<file path="config.mk">
export PLATFORM = sky130hd
export DESIGN_NAME = bdcr_regs
export DESIGN_NICKNAME = d
export VERILOG_FILES = /design/src/verilog/bdcr_pkg.sv /design/src/verilog/bdcr_regs.sv
export SDC_FILE = /design/constraint.sdc
export NUM_CORES = 1
export LEC_CHECK = 0
export BUFFER_PORTS_ARGS = -buffer_cell sky130_fd_sc_hd__clkbuf_2
export CORE_AREA = 2 2 89 91
export DETAILED_ROUTE_END_ITERATION = 6
export DIE_AREA = 0 0 91 93
export PLACE_DENSITY = 0.83
export SYNTH_ARGS = -nofsm -noshare
export SYNTH_HDL_FRONTEND = slang
export SYNTH_SLANG_ARGS = --single-unit
</file>
<file path="constraint.sdc">
create_clock -name clk -period 2.6 [get_ports clk]
set_clock_uncertainty 0.2 [all_clocks]
set_input_delay 0.26 -clock clk [delete_from_list [all_inputs] [get_ports clk]]
set_output_delay 0.26 -clock clk [all_outputs]
set_load 0.05 [all_outputs]
</file>
<file path="src/verilog/bdcr_pkg.sv">
// Package: register map, field layout and reset values of the config bank
package bdcr_pkg;
    localparam int ADDR_W = 10;
    localparam int DATA_W = 16;
    localparam int NUM_OUT = 6;
    localparam logic [9:0] SUPPLY_SEL_OFS = 10'h288;
    localparam logic [9:0] SHORT_CFG_OFS = 10'h28a;
    localparam logic [9:0] STATE_MON_OFS = 10'h2a4;
    localparam logic [9:0] IN_DUTY_OFS = 10'h2a6;
    localparam logic [9:0] OUT_DUTY_OFS = 10'h2a8;
    localparam logic [9:0] OUT_CUR_OFS = 10'h2aa;
    localparam logic [9:0] BOOST_MON_OFS = 10'h2ac;
    localparam logic [9:0] STRAP_MON_OFS = 10'h2ae;
    localparam logic [15:0] SUPPLY_SEL_RST = 16'h01c0;
    localparam logic [15:0] SHORT_CFG_RST = 16'h2882;
    localparam int EXT_SEL_LSB = 10;
    localparam int THR_LSB = 9;
    localparam int THR_W = 3;
    localparam int STATE_W = 5;
    localparam int CUR_W = 12;
    localparam int BOOST_W = 11;
    localparam int LAYOUT_LSB = 0;
    localparam int SWRATE_LSB = 3;
    localparam int DIMRATE_LSB = 6;
    localparam int CODE3_W = 3;
    // Threshold code 4 selects 4.2 V; code table in volts*10: 26..60
    localparam logic [15:0] READ_ZERO = 16'h0000;
endpackage

</file>
<file path="src/verilog/bdcr_regs.sv">
// Configuration and diagnostic register bank of the backlight driver
`timescale 1ns/10ps
module bdcr_regs
#(
    parameter int NOUT = bdcr_pkg::NUM_OUT
)
(
    input wire logic clk, // 25 MHz clock
    input wire logic resetn, // Asynchronous reset, active low
    input wire logic [bdcr_pkg::ADDR_W-1:0] reg_addr, // Register offset
    input wire logic reg_wr, // Write strobe, one cycle
    input wire logic reg_rd, // Read strobe, one cycle
    input wire logic [bdcr_pkg::DATA_W-1:0] reg_wdata, // Write data
    output logic [bdcr_pkg::DATA_W-1:0] reg_rdata, // Read data, registered
    output logic reg_rvalid, // Read data valid pulse
    input wire logic driver_enable, // LED driver enabled
    input wire logic [NOUT-1:0] short_mask, // Per-output short mask
    input wire logic [NOUT-1:0] short_cmp, // Pin above threshold, async
    input wire logic [bdcr_pkg::STATE_W-1:0] live_state_code, // Main state
    input wire logic [bdcr_pkg::DATA_W-1:0] input_duty, // Measured duty
    input wire logic [bdcr_pkg::DATA_W-1:0] output_duty_code, // Out0 duty
    input wire logic [bdcr_pkg::CUR_W-1:0] output_current_dac_code, // Out0
    input wire logic [bdcr_pkg::BOOST_W-1:0] boost_voltage_code, // Boost
    input wire logic [2:0] detected_string_layout, // Layout code
    input wire logic [2:0] detected_switching_frequency, // Boost rate
    input wire logic [2:0] detected_dimming_frequency, // Dimming rate
    output logic [NOUT-1:0] external_supply_select, // 1 = external supply
    output logic [bdcr_pkg::THR_W-1:0] short_fault_threshold, // To comparator
    output logic [NOUT-1:0] short_fault // Short flags per output
);
    import bdcr_pkg::*;

    logic rst_meta_ff;
    logic rst_sync_ff;
    logic [DATA_W-1:0] supply_ff, nxt_supply;
    logic [DATA_W-1:0] short_cfg_ff, nxt_short_cfg;
    logic [DATA_W-1:0] rdata_ff, nxt_rdata;
    logic rvalid_ff, nxt_rvalid;
    logic [NOUT-1:0] cmp_meta_ff;
    logic [NOUT-1:0] cmp_sync_ff;
    logic [NOUT-1:0] fault_ff, nxt_fault;

    // Reset release through two flops so every flop leaves reset together
    always_ff @(posedge clk or negedge resetn)
    begin
        if (!resetn)
        begin
            rst_meta_ff <= 1'b0;
            rst_sync_ff <= 1'b0;
        end
        else
        begin
            rst_meta_ff <= 1'b1;
            rst_sync_ff <= rst_meta_ff;
        end
    end

    // Analog comparators are asynchronous to clk, so two-flop them
    always_ff @(posedge clk or negedge rst_sync_ff)
    begin
        if (!rst_sync_ff)
        begin
            cmp_meta_ff <= '0;
            cmp_sync_ff <= '0;
        end
        else
        begin
            cmp_meta_ff <= short_cmp;
            cmp_sync_ff <= cmp_meta_ff;
        end
    end

    // Writes: only the two writable registers accept data
    always_comb
    begin
        nxt_supply = supply_ff;
        nxt_short_cfg = short_cfg_ff;
        // whole word stored, so reserved bits keep what software gave
        if (reg_wr && reg_addr == SUPPLY_SEL_OFS)
        begin
            nxt_supply = reg_wdata;
        end
        else if (reg_wr && reg_addr == SHORT_CFG_OFS)
        begin
            nxt_short_cfg = reg_wdata;
        end
    end

    always_ff @(posedge clk or negedge rst_sync_ff)
    begin
        if (!rst_sync_ff)
        begin
            supply_ff <= SUPPLY_SEL_RST;
            short_cfg_ff <= SHORT_CFG_RST;
        end
        else
        begin
            supply_ff <= nxt_supply;
            short_cfg_ff <= nxt_short_cfg;
        end
    end

    // select bits 15..10, output index ascends from bit 10
    // one steers the output to the external supply
    assign external_supply_select = supply_ff[EXT_SEL_LSB +: NOUT];
    // code passed on unchanged to the threshold comparator
    assign short_fault_threshold = short_cfg_ff[THR_LSB +: THR_W];

    // Short flags are live: they follow the comparator, not sticky
    always_comb
    begin
        // only while driver runs; masked outputs never flag
        nxt_fault = driver_enable ? (cmp_sync_ff & ~short_mask) : '0;
    end

    always_ff @(posedge clk or negedge rst_sync_ff)
    begin
        if (!rst_sync_ff)
            fault_ff <= '0;
        else
            fault_ff <= nxt_fault;
    end

    assign short_fault = fault_ff;

    // Read mux; unmapped offsets and unused monitor bits read zero
    always_comb
    begin
        nxt_rvalid = reg_rd;
        nxt_rdata = rdata_ff;
        if (reg_rd)
        begin
            nxt_rdata = READ_ZERO;
            if (reg_addr == SUPPLY_SEL_OFS)
                nxt_rdata = supply_ff;
            else if (reg_addr == SHORT_CFG_OFS)
                nxt_rdata = short_cfg_ff;
            else if (reg_addr == STATE_MON_OFS)
                nxt_rdata[STATE_W-1:0] = live_state_code;
            else if (reg_addr == IN_DUTY_OFS)
                nxt_rdata = input_duty;
            // duty code applied to output 0
            else if (reg_addr == OUT_DUTY_OFS)
                nxt_rdata = output_duty_code;
            // current DAC code in bits 11..0
            else if (reg_addr == OUT_CUR_OFS)
                nxt_rdata[CUR_W-1:0] = output_current_dac_code;
            // code scaling lives in the analog boost block
            else if (reg_addr == BOOST_MON_OFS)
                nxt_rdata[BOOST_W-1:0] = boost_voltage_code;
            else if (reg_addr == STRAP_MON_OFS)
            begin
                nxt_rdata[LAYOUT_LSB +: CODE3_W] = detected_string_layout;
                nxt_rdata[SWRATE_LSB +: CODE3_W] =
                    detected_switching_frequency;
                nxt_rdata[DIMRATE_LSB +: CODE3_W] = detected_dimming_frequency;
            end
        end
    end

    always_ff @(posedge clk or negedge rst_sync_ff)
    begin
        if (!rst_sync_ff)
        begin
            rdata_ff <= '0;
            rvalid_ff <= 1'b0;
        end
        else
        begin
            rdata_ff <= nxt_rdata;
            rvalid_ff <= nxt_rvalid;
        end
    end

    assign reg_rdata = rdata_ff;
    assign reg_rvalid = rvalid_ff;

    // Offsets the bank answers, kept apart from the mux it judges
    function automatic logic is_mapped(input logic [ADDR_W-1:0] a);
        return a == SUPPLY_SEL_OFS || a == SHORT_CFG_OFS ||
            a == STATE_MON_OFS || a == IN_DUTY_OFS ||
            a == OUT_DUTY_OFS || a == OUT_CUR_OFS ||
            a == BOOST_MON_OFS || a == STRAP_MON_OFS;
    endfunction
endmodule

</file>
==> results by group <==
Finish
  – N_diodes: 0
  – Multi-input logic area: 0.00161 mm2
  – FF/Latch Area: 0.00174 mm2
  – Layout area overhead: 37.9%
  – FILL cells: 600
  – Share of cells above drive strength 1: 0.469
  – Final nets: just under 600

Route
  – Vias per inst: 5.61
  – Detailed router's first-iteration violation count: 241
  – Via count: 3298
  – Routed len/inst: between 15 and 20 um
  – DRT Pass-1 Iters: 5
  – DR DRC count: 0
  – Final WL: approximately 10000 um
  – Final antenna-violating net count: 0

GRT
  – Largest net degree at the start of global routing: 68
  – Initial antenna violation count: 0
  – First-pass GRT wire length: 16300 um
  – GRT Total Usage: 0.250
  – Vias in the first global route: 3340
  – Total grt overflow: 0

Synth
  – Synth Instances: a little over 300
  – Number of synthesized flops with an enable pin: 0
  – Commonest register cell after synthesis: dfrtp_1
  – Share of synthesized flip-flops with an asynchronous set or reset: 1.00
  – Sequential area share after synthesis: 0.493
  – Synth Cell Area: 0.00352 mm2
  – Netlist cell types: 49
  – Syn nets: roughly 420
  – Synth Area per Inst: around 11 um2
  – Yosys reg bits: 69
  – Yosys warns: 0

Floorplanning
  – CORE AREA: 0.00753 mm2
  – I/O pin total: 144
  – Die Width: 91 um
  – Initial Util: 0.467
  – Row cnt: 32
  – Die area: 0.00846 mm2
  – Chip height: 93 um

Power
  – P per Cell Area: 513 mW/mm2
  – Design Power: between 2 and 2.5 mW
  – Max VDD drop: 0.307 mV
  – Leak Pwr: 2.43 nW

Worst setup path
  – Setup crit end kind: flop
  – Critical Path AT: 2.06 ns
  – WP data required: ~2.6 ns
  – R2R Path End: reg_rdata[14]$_DFFE_PN0P_
  – Worst Path Class, Setup: in -> reg
  – R2R Path Start: short_cfg_ff[14]$_DFFE_PN0P_
  – Crit-path max FO: 10
  – Worst setup SP type: input pin
  – Minimum setup slack among reg-to-reg paths: 1.10 ns
  – Worst reg-to-reg path cell count: 4

Job
  – Max cap viols: 0

Clocking
  – Worst-Skew Late Latency: 0.35 ns
  – Clock Tree Buf Depth: 2
  – Hold buffer count at CTS: 32
  – Clock Sinks: 69
  – CTS Buf Count: 9
  – Post-CTS Setup Inserts: 0
  – Root Buffer: clkbuf_8
  – Clk slew on worst S/H paths: 0.07 ns
  – CTS tree: done
  – Post-CTS sizing: 0
  – H-tree depth: 3

Outcome
  – Status: completed

STA
  – Tcrit/Tclk final: 0.790
  – Setup TNS: 0 ns
  – # setup viols final: 0
  – Hold Violations, Final: 0
  – Min Tclk post-route: 2.06 ns
  – Slew Limit Headroom: 0.456
  – Worst-margin pin slew: 0.816 ns
  – Max Transition Viols Final: 0
  – FMAX: 487 MHz
  – RSZ-0062 raised after global routing: no

Placed design
  – Port Buffers: 143
  – Routability cong.: 0.865
  – HPWL after DPL: 7440 um

Hold path
  – Min-Delay Startpoint: short_mask[0]
  – Hold Path Cell Cnt: 2
  – Hold Crit Class: in -> reg
  – Hold EP: short_fault[0]$_DFF_PN0_
==> registers in the layout, summed over array words and instances (netlist names), 6 cells and up <==
name,flops
short_cfg_ff,16
cmp_meta_ff,6
short_fault,6
reg_rdata,16
cmp_sync_ff,6
supply_ff,16
==> routing by layer <==
| layer | up-vias | track usage | part of all wire |
|---|---|---|---|
| met5 | - | 0 | 0 |
| li1 | 1496 | - | - |
| met1 | 1623 | 0.313 | 0.40 |
| met3 | 20 | 0.0629 | 0.063 |
| met4 | 0 | 0.107 | 0.024 |
| met2 | 159 | 0.412 | 0.52 |
==> kinds of logic after synthesis <==
family	count (synthesis)	share of synthesized area
AOI/OAI and AO/OA	97	0.196
buffers and inverters	31	0.0505
DFF	69	0.493
muxes	37	0.140
other	1	0.00107
and+or+nand+nor	72	0.120
==> cell usage in the layout, fill, tap and decap left out, drive strengths merged, types with 3 or more instances in the layout <==
cell type | synthesis | final
clkbuf | 11 | 152
dfrtp | 62 | 62
mux2 | 37 | 37
dlygate4sd3 | 0 | 32
nor2 | 30 | 30
a21oi | 29 | 29
buf | 16 | 15
a221oi | 14 | 14
nand2 | 12 | 12
o21a | 8 | 8
o221ai | 8 | 8
dfstp | 7 | 7
nor3 | 7 | 7
a22o | 6 | 6
a211oi | 6 | 6
o31ai | 5 | 5
inv | 3 | 5
and3b | 4 | 4
or3 | 4 | 4
clkinv | 1 | 4
nand2b | 3 | 3
o21ai | 3 | 3
a22oi | 3 | 3
o21bai | 3 | 3
o22ai | 3 | 3
==> worst max-delay path, stage by stage <==
cell	delay [ns]
clkbuf_2	0.14
or4b_1	0.55
or3_1	0.57
buf_4	0.25
o221ai_1	0.18
o22ai_1	0.12
==> through the flow <==
| stage | area (um2) | util | std cells | setup WS (ns) | hold slack, ns |
|---|---|---|---|---|---|
| 6_report | 4850 | 0.645 | 588 | 0.545 | 0.0136 |
| 5_1_grt | 4850 | 0.645 | 588 | 0.474 | 0.00227 |
| 4_1_cts | 4850 | 0.645 | 588 | 0.563 | 0.00606 |
| 3_5_place_dp | 4310 | 0.573 | 540 | 0.187 | -0.153 |
| 3_3_place_gp | 4310 | 0.573 | 540 | 0.274 | -0.154 |
| 2_1_floorplan | 3520 | - | 307 | 0.349 | -0.236 |
==> final cells by class <==
cell class | instances | share of cell area
Clock inverter | 7 | 0.0199
Timing Repair Buffer | 190 | 0.237
Multi-Input combinational cell | 207 | 0.331
Clock buffer | 9 | 0.0255
Sequential cell | 69 | 0.358
Tap cell | 102 | 0.0263
Inverter | 4 | 0.00309
==> how the worst max path moves through the flow <==
stage | depth (start not counted) | to | startpoint
2_1_floorplan | 0 | cmp_meta_ff[0]$_DFF_PN0_ | rst_sync_ff$_DFF_PN0_
3_3_place_gp | 6 | reg_rdata[7]$_DFFE_PN0P_ | reg_addr[1]
3_5_place_dp | 7 | reg_rdata[9]$_DFFE_PN0P_ | reg_addr[1]
4_1_cts | 6 | reg_rdata[7]$_DFFE_PN0P_ | reg_addr[1]
5_1_grt | 6 | reg_rdata[7]$_DFFE_PN0P_ | reg_addr[1]
6_report | 6 | reg_rdata[7]$_DFFE_PN0P_ | reg_addr[1]
==> Yosys cell counts, types with 3 or more instances <==
master	number	area, um2
a211oi_1	6	45.0
buf_4	9	67.6
a22o_1	6	52.6
o21bai_1	3	22.5
inv_1	3	11.3
dfrtp_1	62	1550
o31ai_1	5	37.5
a221oi_1	14	123
o21a_1	8	60.1
nand2_1	11	41.3
o22ai_1	3	18.8
buf_2	4	20.0
a21oi_1	29	145
and3b_1	4	35.0
mux2_2	17	191
nand2b_1	3	18.8
buf_6	3	33.8
a22oi_1	3	22.5
dfstp_2	7	184
nor3_1	5	25.0
nor2_1	29	109
or3_1	4	25.0
mux2_4	20	300
o221ai_1	8	70.1
o21ai_0	3	15.0
clkbuf_1	11	41.3
==> power breakdown <==
| group | switching (mW) | internal (mW) |
|---|---|---|
| Clock | 0.419 | 0.544 |
| Sequential | 0.0208 | 1.11 |
| Combinational | 0.226 | 0.168 |
| Total | 0.665 | 1.82 |
Power figures use the tool's default switching activity.
